--- config.mk ---
export PLATFORM = sky130hd
export DESIGN_NAME = ovs_softmute
export DESIGN_NICKNAME = d
export VERILOG_FILES = /design/src/common/ovs_pkg.sv /design/src/ovs_softmute.sv
export VERILOG_INCLUDE_DIRS = /design/src /design/src/common
export SDC_FILE = /design/constraint.sdc
export NUM_CORES = 1
export LEC_CHECK = 0
export ABC_CLOCK_PERIOD_IN_PS = 2700
export BUFFER_PORTS_ARGS = -buffer_cell sky130_fd_sc_hd__buf_2
export CAP_MARGIN = 20
export CORE_AREA = 5 5 163 165
export DETAILED_ROUTE_END_ITERATION = 12
export DIE_AREA = 0 0 168 170
export PLACE_DENSITY = 0.67
export RECOVER_POWER = 100
export SETUP_SLACK_MARGIN = 0.4
export SLEW_MARGIN = 0
export SYNTH_ARGS = -nofsm -noshare
export SYNTH_HDL_FRONTEND = slang
export SYNTH_SLANG_ARGS = --single-unit
--- constraint.sdc ---
create_clock -name CLK_SYS -period 2.7 [get_ports CLK_SYS]
set_input_delay 0.27 -clock CLK_SYS [delete_from_list [all_inputs] [get_ports CLK_SYS]]
set_output_delay 0.27 -clock CLK_SYS [all_outputs]
set_load 0.01 [all_outputs]
--- src/common/ovs_consts.svh ---
// constants for the output volume soft mute and ultrasonic block
// assumes byte addressing on a 32-bit AXI4-Lite register bus
`ifndef OVS_CONSTS_SVH
`define OVS_CONSTS_SVH

`define OVS_ADDR_W 16
`define OVS_OFF_REC_FILTER 16'h0410
`define OVS_OFF_SOFT_MUTE 16'h0614
`define OVS_OFF_MUTE_CTRL 16'h0600
`define OVS_OFF_VOL_PLAY 16'h0620
`define OVS_OFF_VOL_TX 16'h0624
`define OVS_OFF_GAIN_STAT 16'h0630

`define OVS_BIT_ULTRA 15
`define OVS_BIT_UNMUTE_RAMP 1
`define OVS_BIT_RAMP_RATE 0

`define OVS_RST_MUTE 4'h F
`define OVS_RST_VOL 8'h C0
`define OVS_MUTED_CODE 8'h 00
`define OVS_MAX_CODE 8'h E0

// fs ticks per volume step: fast fs/2, slow fs/32
`define OVS_FAST_DIV 5'h 01
`define OVS_SLOW_DIV 5'h 1F
`define OVS_QUARTERS 2'h 3

`define OVS_RESP_OKAY 2'b00
`define OVS_RESP_SLVERR 2'b10

`endif

--- src/common/ovs_pkg.sv ---
// types for the output volume soft mute and ultrasonic block
// assumes the constants header is included by the design file
package ovs_pkg;

  // applied gain codes: [0] playback left, [1] playback right,
  // [2] second port tx left, [3] second port tx right
  typedef struct packed {
    logic [3:0][7:0] code;
  } ovs_gains_t;

  // bypass and availability flags of the record path
  typedef struct packed {
    logic filter_bypass;
    logic volume_bypass;
    logic rec_drc_avail;
    logic play_drc_avail;
  } ovs_rec_flags_t;

endpackage

--- src/ovs_softmute.sv ---
// output volume stage with soft mute / soft un-mute ramping and the
// ultrasonic four-times-rate record output mode, with AXI4-Lite registers
// assumes FS_TICK is a one-cycle pulse per sample from logic on CLK_SYS
//
// What this block does
// - volume codes step 0.375 dB each and codes E0h to FFh all give +12 dB.
// - asserting a mute ramps that channel's gain down gradually.
// - unmute ramp select 0 restores the volume at once, 1 ramps up to it.
// - the upward ramp uses the same rate selection as the mute ramp.
// - ramp rate select 0 steps at fs/2 and 1 steps at fs/32.
// - after reset every channel is muted until software clears the mute.
// - ramp duration grows with the gain distance, at a fixed step speed.
// - ultrasonic mode makes the record output run at four times fs.
// - ultrasonic mode bypasses record filtering and record volume.
// - ultrasonic mode removes dynamic range control from record paths only.
// - bit 15 of the record filter register enables ultrasonic mode, reset 0.
//
// Our own choice: the AXI4-Lite interface to the registers.
`timescale 1ns/1ps
`include "ovs_consts.svh"

module ovs_softmute #(
  parameter int PERIOD_W = 16
) (
  // clock and reset
  input wire logic CLK_SYS,
  input wire logic RESET,
  // sample rate enable
  input wire logic FS_TICK,
  // axi4-lite write
  input wire logic [`OVS_ADDR_W-1:0] S_AXI_AWADDR,
  input wire logic S_AXI_AWVALID,
  output logic S_AXI_AWREADY,
  input wire logic [31:0] S_AXI_WDATA,
  input wire logic [3:0] S_AXI_WSTRB,
  input wire logic S_AXI_WVALID,
  output logic S_AXI_WREADY,
  output logic [1:0] S_AXI_BRESP,
  output logic S_AXI_BVALID,
  input wire logic S_AXI_BREADY,
  // axi4-lite read
  input wire logic [`OVS_ADDR_W-1:0] S_AXI_ARADDR,
  input wire logic S_AXI_ARVALID,
  output logic S_AXI_ARREADY,
  output logic [31:0] S_AXI_RDATA,
  output logic [1:0] S_AXI_RRESP,
  output logic S_AXI_RVALID,
  input wire logic S_AXI_RREADY,
  // datapath controls
  output ovs_pkg::ovs_gains_t GAIN,
  output ovs_pkg::ovs_rec_flags_t REC_FLAGS,
  output logic REC_SAMPLE_TICK
);

  // registers
  logic ultrasonic_output_enable_reg;
  logic unmute_ramp_select_reg;
  logic volume_ramp_rate_select_reg;
  logic [3:0] mute_reg;
  logic [3:0][7:0] volume_reg;
  logic [3:0][7:0] gain_reg;

  // bus state
  logic awready_reg, wready_reg, bvalid_reg, arready_reg, rvalid_reg;
  logic aw_full_reg, w_full_reg;
  logic [`OVS_ADDR_W-1:0] awaddr_reg;
  logic [31:0] wdata_reg, rdata_reg;
  logic [3:0] wstrb_reg;
  logic [1:0] bresp_reg, rresp_reg;

  // ramp and rate state
  logic [4:0] fs_div_reg;
  logic ramp_tick_reg;
  logic [PERIOD_W-1:0] cyc_cnt_reg, period_reg, sub_cnt_reg;
  logic [1:0] sub_idx_reg;
  logic rec_tick_reg;
  ovs_pkg::ovs_rec_flags_t flags_reg;

  // effective target code: the +12 dB ceiling
  function automatic logic [7:0] cap_code(input logic [7:0] c);
    cap_code = (c >= `OVS_MAX_CODE) ? `OVS_MAX_CODE : c;
  endfunction

  // one code toward the target
  function automatic logic [7:0] step_to(input logic [7:0] g,
                                         input logic [7:0] t);
    if (g < t) begin
      step_to = g + 8'h01;
    end else if (g > t) begin
      step_to = g - 8'h01;
    end else begin
      step_to = g;
    end
  endfunction

  // byte-lane merge of a 16-bit register
  function automatic logic [15:0] merge16(input logic [15:0] old,
                                          input logic [31:0] d,
                                          input logic [3:0] s);
    merge16 = {s[1] ? d[15:8] : old[15:8], s[0] ? d[7:0] : old[7:0]};
  endfunction

  // address decode
  wire logic wr_go = aw_full_reg && w_full_reg && !bvalid_reg;
  wire logic wr_rf = awaddr_reg == `OVS_OFF_REC_FILTER;
  wire logic wr_sm = awaddr_reg == `OVS_OFF_SOFT_MUTE;
  wire logic wr_mc = awaddr_reg == `OVS_OFF_MUTE_CTRL;
  wire logic wr_vp = awaddr_reg == `OVS_OFF_VOL_PLAY;
  wire logic wr_vt = awaddr_reg == `OVS_OFF_VOL_TX;
  wire logic wr_hit = wr_rf || wr_sm || wr_mc || wr_vp || wr_vt;
  wire logic [15:0] rf_word = {ultrasonic_output_enable_reg, 15'h0000};
  wire logic [15:0] sm_word = {14'h0000, unmute_ramp_select_reg,
                               volume_ramp_rate_select_reg};
  wire logic [15:0] mc_word = {12'h000, mute_reg};
  wire logic [15:0] vp_word = {volume_reg[1], volume_reg[0]};
  wire logic [15:0] vt_word = {volume_reg[3], volume_reg[2]};
  wire logic [15:0] rf_new = merge16(rf_word, wdata_reg, wstrb_reg);
  wire logic [15:0] sm_new = merge16(sm_word, wdata_reg, wstrb_reg);
  wire logic [15:0] mc_new = merge16(mc_word, wdata_reg, wstrb_reg);
  wire logic [15:0] vp_new = merge16(vp_word, wdata_reg, wstrb_reg);
  wire logic [15:0] vt_new = merge16(vt_word, wdata_reg, wstrb_reg);
  wire logic rd_take = S_AXI_ARVALID && arready_reg;
  wire logic rd_rf = S_AXI_ARADDR == `OVS_OFF_REC_FILTER;
  wire logic rd_sm = S_AXI_ARADDR == `OVS_OFF_SOFT_MUTE;
  wire logic rd_mc = S_AXI_ARADDR == `OVS_OFF_MUTE_CTRL;
  wire logic rd_vp = S_AXI_ARADDR == `OVS_OFF_VOL_PLAY;
  wire logic rd_vt = S_AXI_ARADDR == `OVS_OFF_VOL_TX;
  wire logic rd_gs = S_AXI_ARADDR == `OVS_OFF_GAIN_STAT;
  wire logic rd_hit = rd_rf || rd_sm || rd_mc || rd_vp || rd_vt || rd_gs;
  wire logic [31:0] rd_data =
    rd_rf ? {16'h0000, rf_word} :
    rd_sm ? {16'h0000, sm_word} :
    rd_mc ? {16'h0000, mc_word} :
    rd_vp ? {16'h0000, vp_word} :
    rd_vt ? {16'h0000, vt_word} :
    rd_gs ? gain_reg : 32'h0000_0000;

  // ramp step enable
  wire logic [4:0] div_end = volume_ramp_rate_select_reg ?
                             `OVS_SLOW_DIV : `OVS_FAST_DIV;
  wire logic div_wrap = FS_TICK && (fs_div_reg >= div_end);

  // write channel
  always_ff @(posedge CLK_SYS) begin
    if (RESET) begin
      awready_reg <= 1'b1;
      wready_reg <= 1'b1;
      aw_full_reg <= 1'b0;
      w_full_reg <= 1'b0;
      bvalid_reg <= 1'b0;
      bresp_reg <= `OVS_RESP_OKAY;
      awaddr_reg <= '0;
      wdata_reg <= 32'h0000_0000;
      wstrb_reg <= 4'h0;
    end else begin
      if (S_AXI_AWVALID && awready_reg) begin
        awaddr_reg <= S_AXI_AWADDR;
        aw_full_reg <= 1'b1;
        awready_reg <= 1'b0;
      end
      if (S_AXI_WVALID && wready_reg) begin
        wdata_reg <= S_AXI_WDATA;
        wstrb_reg <= S_AXI_WSTRB;
        w_full_reg <= 1'b1;
        wready_reg <= 1'b0;
      end
      if (wr_go) begin
        aw_full_reg <= 1'b0;
        w_full_reg <= 1'b0;
        bvalid_reg <= 1'b1;
        bresp_reg <= wr_hit ? `OVS_RESP_OKAY : `OVS_RESP_SLVERR;
      end
      if (bvalid_reg && S_AXI_BREADY) begin
        bvalid_reg <= 1'b0;
        awready_reg <= 1'b1;
        wready_reg <= 1'b1;
      end
    end
  end

  // read channel
  always_ff @(posedge CLK_SYS) begin
    if (RESET) begin
      arready_reg <= 1'b1;
      rvalid_reg <= 1'b0;
      rdata_reg <= 32'h0000_0000;
      rresp_reg <= `OVS_RESP_OKAY;
    end else if (rd_take) begin
      arready_reg <= 1'b0;
      rvalid_reg <= 1'b1;
      rdata_reg <= rd_data;
      rresp_reg <= rd_hit ? `OVS_RESP_OKAY : `OVS_RESP_SLVERR;
    end else if (rvalid_reg && S_AXI_RREADY) begin
      rvalid_reg <= 1'b0;
      arready_reg <= 1'b1;
    end
  end

  // control registers
  always_ff @(posedge CLK_SYS) begin
    if (RESET) begin
      ultrasonic_output_enable_reg <= 1'b0;
      unmute_ramp_select_reg <= 1'b0;
      volume_ramp_rate_select_reg <= 1'b0;
      mute_reg <= `OVS_RST_MUTE;
      volume_reg <= {4{`OVS_RST_VOL}};
    end else if (wr_go) begin
      if (wr_rf) begin
        ultrasonic_output_enable_reg <= rf_new[`OVS_BIT_ULTRA];
      end
      if (wr_sm) begin
        unmute_ramp_select_reg <= sm_new[`OVS_BIT_UNMUTE_RAMP];
        volume_ramp_rate_select_reg <= sm_new[`OVS_BIT_RAMP_RATE];
      end
      if (wr_mc) begin
        mute_reg <= mc_new[3:0];
      end
      if (wr_vp) begin
        volume_reg[0] <= vp_new[7:0];
        volume_reg[1] <= vp_new[15:8];
      end
      if (wr_vt) begin
        volume_reg[2] <= vt_new[7:0];
        volume_reg[3] <= vt_new[15:8];
      end
    end
  end

  // fs divider for the ramp period
  always_ff @(posedge CLK_SYS) begin
    if (RESET) begin
      fs_div_reg <= 5'h00;
      ramp_tick_reg <= 1'b0;
    end else begin
      ramp_tick_reg <= div_wrap;
      if (div_wrap) begin
        fs_div_reg <= 5'h00;
      end else if (FS_TICK) begin
        fs_div_reg <= fs_div_reg + 5'h01;
      end
    end
  end

  // per-channel applied gain
  always_ff @(posedge CLK_SYS) begin
    if (RESET) begin
      gain_reg <= {4{`OVS_MUTED_CODE}};
    end else begin
      for (int i = 0; i < 4; i++) begin
        if (mute_reg[i]) begin
          if (ramp_tick_reg) begin
            gain_reg[i] <= step_to(gain_reg[i], `OVS_MUTED_CODE);
          end
        end else if (!unmute_ramp_select_reg) begin
          gain_reg[i] <= cap_code(volume_reg[i]);
        end else if (ramp_tick_reg) begin
          gain_reg[i] <= step_to(gain_reg[i],
                                 cap_code(volume_reg[i]));
        end
      end
    end
  end

  // ultrasonic record rate: split each fs period in four
  always_ff @(posedge CLK_SYS) begin
    if (RESET) begin
      cyc_cnt_reg <= '0;
      period_reg <= '0;
      sub_cnt_reg <= '0;
      sub_idx_reg <= 2'h0;
      rec_tick_reg <= 1'b0;
    end else if (FS_TICK) begin
      period_reg <= cyc_cnt_reg + PERIOD_W'(1);
      cyc_cnt_reg <= '0;
      sub_cnt_reg <= '0;
      sub_idx_reg <= 2'h0;
      rec_tick_reg <= 1'b1;
    end else begin
      cyc_cnt_reg <= cyc_cnt_reg + PERIOD_W'(1);
      sub_cnt_reg <= sub_cnt_reg + PERIOD_W'(1);
      rec_tick_reg <= 1'b0;
      if (ultrasonic_output_enable_reg && sub_idx_reg < `OVS_QUARTERS &&
          sub_cnt_reg + PERIOD_W'(1) >= (period_reg >> 2)) begin
        rec_tick_reg <= 1'b1;
        sub_cnt_reg <= '0;
        sub_idx_reg <= sub_idx_reg + 2'h1;
      end
    end
  end

  // record path flags
  always_ff @(posedge CLK_SYS) begin
    if (RESET) begin
      flags_reg <= '{1'b0, 1'b0, 1'b1, 1'b1};
    end else begin
      flags_reg.filter_bypass <= ultrasonic_output_enable_reg;
      flags_reg.volume_bypass <= ultrasonic_output_enable_reg;
      flags_reg.rec_drc_avail <= !ultrasonic_output_enable_reg;
      flags_reg.play_drc_avail <= 1'b1;
    end
  end

  assign S_AXI_AWREADY = awready_reg;
  assign S_AXI_WREADY = wready_reg;
  assign S_AXI_BVALID = bvalid_reg;
  assign S_AXI_BRESP = bresp_reg;
  assign S_AXI_ARREADY = arready_reg;
  assign S_AXI_RVALID = rvalid_reg;
  assign S_AXI_RDATA = rdata_reg;
  assign S_AXI_RRESP = rresp_reg;
  assign GAIN.code = gain_reg;
  assign REC_FLAGS = flags_reg;
  assign REC_SAMPLE_TICK = rec_tick_reg;
endmodule

After elaboration in Yosys (flattened, before gate mapping)
Cells that the tools add are included.

Register bits after elaboration: 208. Input port bits: 76. Output and inout bits: 78. Logic and storage cells: 183.

Add/subtract/negate cells: 12. $lt $le $gt $ge: 23. Equality and inequality tests: 24. Muxes and demuxes: 51. Reduce and logical (&&, ||, !) cells: 38.

Operator list (count): $mux W8 (36); $mux W32 (6); $eq A16 B11 Y1 const B (11); $add A16 B1 Y16 const B (2); $add A8 B1 Y8 const B (4); $ge A8 B8 Y1 const B (4); $gt A8 B1 Y1 const B (4); $gt A8 B8 Y1 (4); $lt A8 B1 Y1 const B (4); $lt A8 B8 Y1 (4); $sub A8 B1 Y8 const B (4); $reduce_and A3 Y1 (7); $ge A16 B14 Y1 (1); $ne A4 B1 Y1 const B (4); $reduce_and A4 Y1 (4); $ne A3 B1 Y1 const B (4); $logic_and A1 B1 Y1 (10); $ne A2 B1 Y1 const B (5); $logic_or A1 B1 Y1 (9); $reduce_or A2 Y1 (4); $mux W1 (6); $add A5 B1 Y5 const B (1); $ge A5 B5 Y1 (1); $mux W5 (1); other kinds (6) (8).

Longest topological paths before layout
Depth in word-level cells: 8. Gate-level depth with buffers: 13.

Worst setup path after synthesis
Ideal clock, no wire load.

Kind: reg2reg. From: reg sub_cnt_reg[2]. To: reg sub_cnt_reg[14]. Setup time: 64 ps. Arrival time: 2434 ps. Required time: 2636 ps. Path slack: 202 ps. Cell stages (with the launch flop): 12. Buffers on the path: 1. Period minus slack after synthesis: 2498 ps. Cells stage by stage: dfxtp_1 and4_1 nor2b_1 and2_1 xor2_1 ha_1 a211oi_1 a31oi_1 a31oi_2 buf_4 nand2_1 nor2_1.

Longest elaborated chain between the ends: 4.

Ends and longest elaborated chain: start, declared (line ovs_softmute.sv:74) `logic [PERIOD_W-1:0] cyc_cnt_reg, period_reg, sub_cnt_reg;`; start signal, assigned (line ovs_softmute.sv:280) `sub_cnt_reg <= sub_cnt_reg + PERIOD_W'(1);`; $add A16 B1 Y16 (*) (line ovs_softmute.sv:280, ovs_softmute.sv:283); $ge A16 B14 Y1 (line ovs_softmute.sv:283) `sub_cnt_reg + PERIOD_W'(1) >= (period_reg >> 2)) begin`; $logic_and A1 B1 Y1 (line ovs_softmute.sv:282) `` if (ultrasonic_output_enable_reg && sub_idx_reg < `OVS_QUARTERS && ``; $reduce_or A3 Y1 (no line).

Every way passes the cells marked *; elsewhere a longest branch is shown, timed or not. A chain may end at the register's enable or synchronous reset.

Worst setup path after layout
From: reg volume_reg[5] (netlist bit). To: reg gain_reg, in the netlist GAIN[0].

Longest elaborated chain between the ends: 7.

Ends and longest elaborated chain: start, declared (line ovs_softmute.sv:60) `logic [3:0][7:0] volume_reg;`; start signal, assigned (line ovs_softmute.sv:206) `` volume_reg <= {4{`OVS_RST_VOL}}; ``; $ge A8 B8 Y1 (no line); $mux W8 (*) (line ovs_softmute.sv:81) `` cap_code = (c >= `OVS_MAX_CODE) ? `OVS_MAX_CODE : c; ``; $lt A8 B8 Y1 (line ovs_softmute.sv:87) `if (g < t) begin`; $mux W8 (line ovs_softmute.sv:87); $mux W8 (line ovs_softmute.sv:256) `end else if (ramp_tick_reg) begin`; $mux W8 (line ovs_softmute.sv:254) `end else if (!unmute_ramp_select_reg) begin`; $mux W8 (line ovs_softmute.sv:250) `if (mute_reg[i]) begin`; end signal, assigned by index (line ovs_softmute.sv:252) `` gain_reg[i] <= step_to(gain_reg[i], `OVS_MUTED_CODE); ``; end signal, assigned by index (line ovs_softmute.sv:255) `gain_reg[i] <= cap_code(volume_reg[i]);`; end signal, assigned by index (line ovs_softmute.sv:257) `gain_reg[i] <= step_to(gain_reg[i],`; end, declared (line ovs_softmute.sv:61) `logic [3:0][7:0] gain_reg;`.

Every way passes the cells marked *; elsewhere a longest branch is shown, timed or not. The select of a mux whose other input is x is not followed.

==> flow_metrics.py <==
metrics = {
    "floorplanning": {
        "core-area_mm2": 0.0249,
        "die_width_um": 168,
        "fp.dieArea_mm2": 0.0286,
        "starting_utilization_of_the_core_area": 0.443,
        "fp-row-count": 58,
        "floorplan.die.height_um": 170,
        "io_pins": 154,
    },
    "timing": {
        "final.setup_skew_ns": 0.0115,
        "fin_crit_sh": 0.956,
        "rsz0062_at_grt": "yes",
        "post_layout_min_period_ns": 2.58,
        "max_slew.worst_pin.slew_ns": 1.60,
        "relSlewSlack": -0.0653,
        "timing_max_transition_violations_final": 76,
        "final_count_of_negative_setup_slack_endpoints": 0,
        "fmax_ghz": 0.387,
        "hold_viol": 0,
        "finalHoldWorstSlack_ns": 0.0190,
    },
    "cts": {
        "cts_tree": "yes",
        "tritoncts_num_sinks": 203,
        "cts_root_buffer": "sky130_fd_sc_hd__clkbuf_16",
        "cts_htree_levels": 1,
        "cts_made_buffers": 24,
        "cts_max_path_buffers": 3,
        "clk_transition_reported_paths_ns": 0.06,
        "worst_skew_late_latency_ns": 0.53,
    },
    "finish": {
        "post_route_cells_drive_above_1_share": 0.193,
        "fin_util": 0.567,
        "syn2layout_area_growth_pct": 28.0,
        "finish.instance_area_mm2": 0.0141,
        "final_nets": 1719,
        "num_antenna_cells": 0,
    },
    "logic_synthesis": {
        "async_reset_ff_frac": 0,
        "ys_dominant_reg_cell": "sky130_fd_sc_hd__dfxtp_1",
        "synth_top_cells_by_area": "sky130_fd_sc_hd__dfxtp_1 37%, sky130_fd_sc_hd__ha_1 7.5%, sky130_fd_sc_hd__nand2_1 6.5%",
        "synth_enable_flop_cells": 0,
        "syn_avg_cell_area_um2": 8.12,
        "syn_inst_count": 1357,
        "synthesis.yosys.warnings": 0,
        "synth_cell_type_count": 82,
        "synth.cell_area_mm2": 0.0110,
        "synth_top_area_share": 0.369,
        "synth_seq_cells": 203,
        "synth_top_cell_by_area": "sky130_fd_sc_hd__dfxtp_1",
        "synth_seq_area_share": 0.369,
    },
    "global_route": {
        "number_of_global_route_vias_before_repair": 10100,
        "maximum_number_of_pins_on_one_net_before_global_route_repair": 76,
        "antenna_found_initial": 0,
        "grt_util_all_layers": 0.222,
        "globalRouteOverflowTotal": 0,
        "grt_first_pass_wirelength_um": 53200,
    },
    "critical_path": {
        "timing.critical_path.fanout_max": 6,
        "timing.critical_path.from_type": "flip-flop",
        "cp_data_required_time_ns": 3.12,
        "critical_path.endpoint_type": "flip-flop",
        "worst-setup-path-type": "flip-flop to flip-flop",
        "worst-endpoint-arrival_ns": 3.00,
    },
    "power_and_ir_drop": {
        "p_seq_frac": 0.451,
        "power.internal_uw": 5250,
        "p_per_area_mw_per_mm2": 490,
        "power_uw": 6910,
        "leakage_uw": 0.00563,
        "peakVddDrop_mv": 0.565,
        "sw_frac_of_total": 0.241,
        "clock_power_share": 0.474,
        "power.net_switching_uw": 1660,
        "comb_power_share": 0.075,
    },
    "placement": {
        "placed_area_mm2": 0.0124,
        "port_buffers": 132,
        "globalplace.congestion": 0.920,
        "detailed_place_hpwl_um": 23500,
    },
    "hold_path": {
        "holdCritPathClass": "input pin to flip-flop",
    },
    "detailed_routing": {
        "drt_first_iter_violations": 923,
        "postRouteAntennaNets": 0,
        "route.detailed.vias_per_inst": 5.78,
        "via_count": 11100,
        "wl_per_cell_um": 18.0,
        "drc_errors": 0,
        "firstDrtPassIters": 7,
        "routed_wl_um": 34500,
    },
    "outcome": {
        "run_status": "complete, but fails checks",
        "violated_checks": "max-capacitance violations, max-slew violations",
    },
    "job": {
        "drv.max_cap_violation_count": 1,
    },
}
[power groups by stage]
| stage | sequential, µW | clock, µW | combinational [µW] |
|---|---|---|---|
| after floorplan | 3170 | 0 | 309 |
| after global placement | 3190 | 0 | 460 |
| after detailed placement | 3190 | 0 | 467 |
| after CTS | 3120 | 3320 | 512 |
| after global routing | 3120 | 3460 | 573 |
| final | 3120 | 3270 | 517 |
[routing by layer]
layer	GRT usage	vias to the layer above	share of wire
met5	0	-	0
met4	0.0663	0	0.039
met3	0.0479	104	0.079
met2	0.375	461	0.46
met1	0.287	5249	0.42
li1	-	5293	-
[final timing paths]
path	depth (start not counted)	slack (ns)	start	endpoint
worst max-delay path	10	0.12	volume_reg[5]	GAIN[0]
worst min-delay path	3	0.02	S_AXI_WSTRB[0]	wstrb_reg[0]
worst max register to register	10	0.12	volume_reg[5]	GAIN[0]
worst min register to register	2	0.45	S_AXI_RDATA[17]	S_AXI_RDATA[17]
[metrics by stage]
| stage | worst slack (ns) | std cells | setup TNS [ns] |
|---|---|---|---|
| finish | 0.119 | 1922 | 0 |
| global route | -0.0371 | 1922 | -0.0371 |
| CTS | 0.222 | 1895 | 0 |
| detailed placement | 0.0764 | 1808 | 0 |
| global placement | 0.127 | 1808 | 0 |
| floorplan | 0.373 | 1358 | 0 |
[critical path, cell delays in order (launching register included)]
cell	delay, ns
sky130_fd_sc_hd__dfxtp_1	0.33
sky130_fd_sc_hd__nand3_2	0.17
sky130_fd_sc_hd__nand2_1	0.11
sky130_fd_sc_hd__ha_1	0.19
sky130_fd_sc_hd__a211o_1	0.30
sky130_fd_sc_hd__a21oi_1	0.32
sky130_fd_sc_hd__nand3_1	0.21
sky130_fd_sc_hd__a41o_1	0.27
sky130_fd_sc_hd__buf_4	0.15
sky130_fd_sc_hd__or3_1	0.30
sky130_fd_sc_hd__a21oi_1	0.12
[cell type report]
class / count / area [µm²]
well taps: 330 / 413
flip-flops and latches: 203 / 4110
clock inverters: 7 / 101
fillers: 2280 / 10800
inverters: 56 / 210
multi-input cells: 1016 / 6880
repair buffers: 276 / 1690
clock buffers: 34 / 698
[layout by cell type (no fill, tap or decap), drive strengths merged, types with 5 or more instances in the layout]
cell type and instances:
a22oi 7, mux2i 42, or3 12, a21o 8, nor2b 12, a22o 6
xor2 28, o21ai 32, inv 56, o211ai 14, o41ai 8, buf 157
ha 66, and2 14, a31oi 15, dlygate4sd3 33, nand3 66, nand2b 15
nor3 33, xnor2 33, o31ai 13, dfxtp 203, nand2 190, nor4 10
and4 5, and3 21, a221oi 16, a21oi 120, a211oi 19, o32ai 8
nand4 17, clkbuf 120, nor2 118, a32oi 8
[cells by family (layout without fill, tap and decap cells)]
group	after synthesis	after routing	synth area share
and+or+nand+nor	534	535	0.229
muxes	42	42	0.0381
AOI/OAI and AO/OA	309	309	0.189
other	2	3	0.000681
xor gates and xnor gates	61	61	0.0485
DFF	203	203	0.369
adders and majority gates	66	66	0.0749
buffers and inverters	140	373	0.0512
[Yosys cell counts, drive strengths merged, types with 7 or more instances]
cell,count
nand2,190
nand4,17
nor2b,12
buf,19
xor2,28
or3,12
mux2i,42
o211ai,14
o21ai,32
a31oi,15
o32ai,8
a22oi,7
a21o,8
nor2,118
clkbuf,65
and2,14
dfxtp,203
ha,66
and3,21
a21oi,120
nor4,10
o41ai,8
nand2b,15
a221oi,16
inv,56
a32oi,8
nor3,33
o31ai,13
a211oi,19
xnor2,33
nand3,66
[timing repair]
item                                   in CTS  in global routing
gates resized for setup                    42                 98
setup endpoints to repair                  48                 78
gates cloned                                0                  3
setup buffers                              13                 24
hold buffers                               33                  0
endpoints found under the hold margin      31                  0
pin swaps                                  20                 59
(Power assumes the default switching activity.)
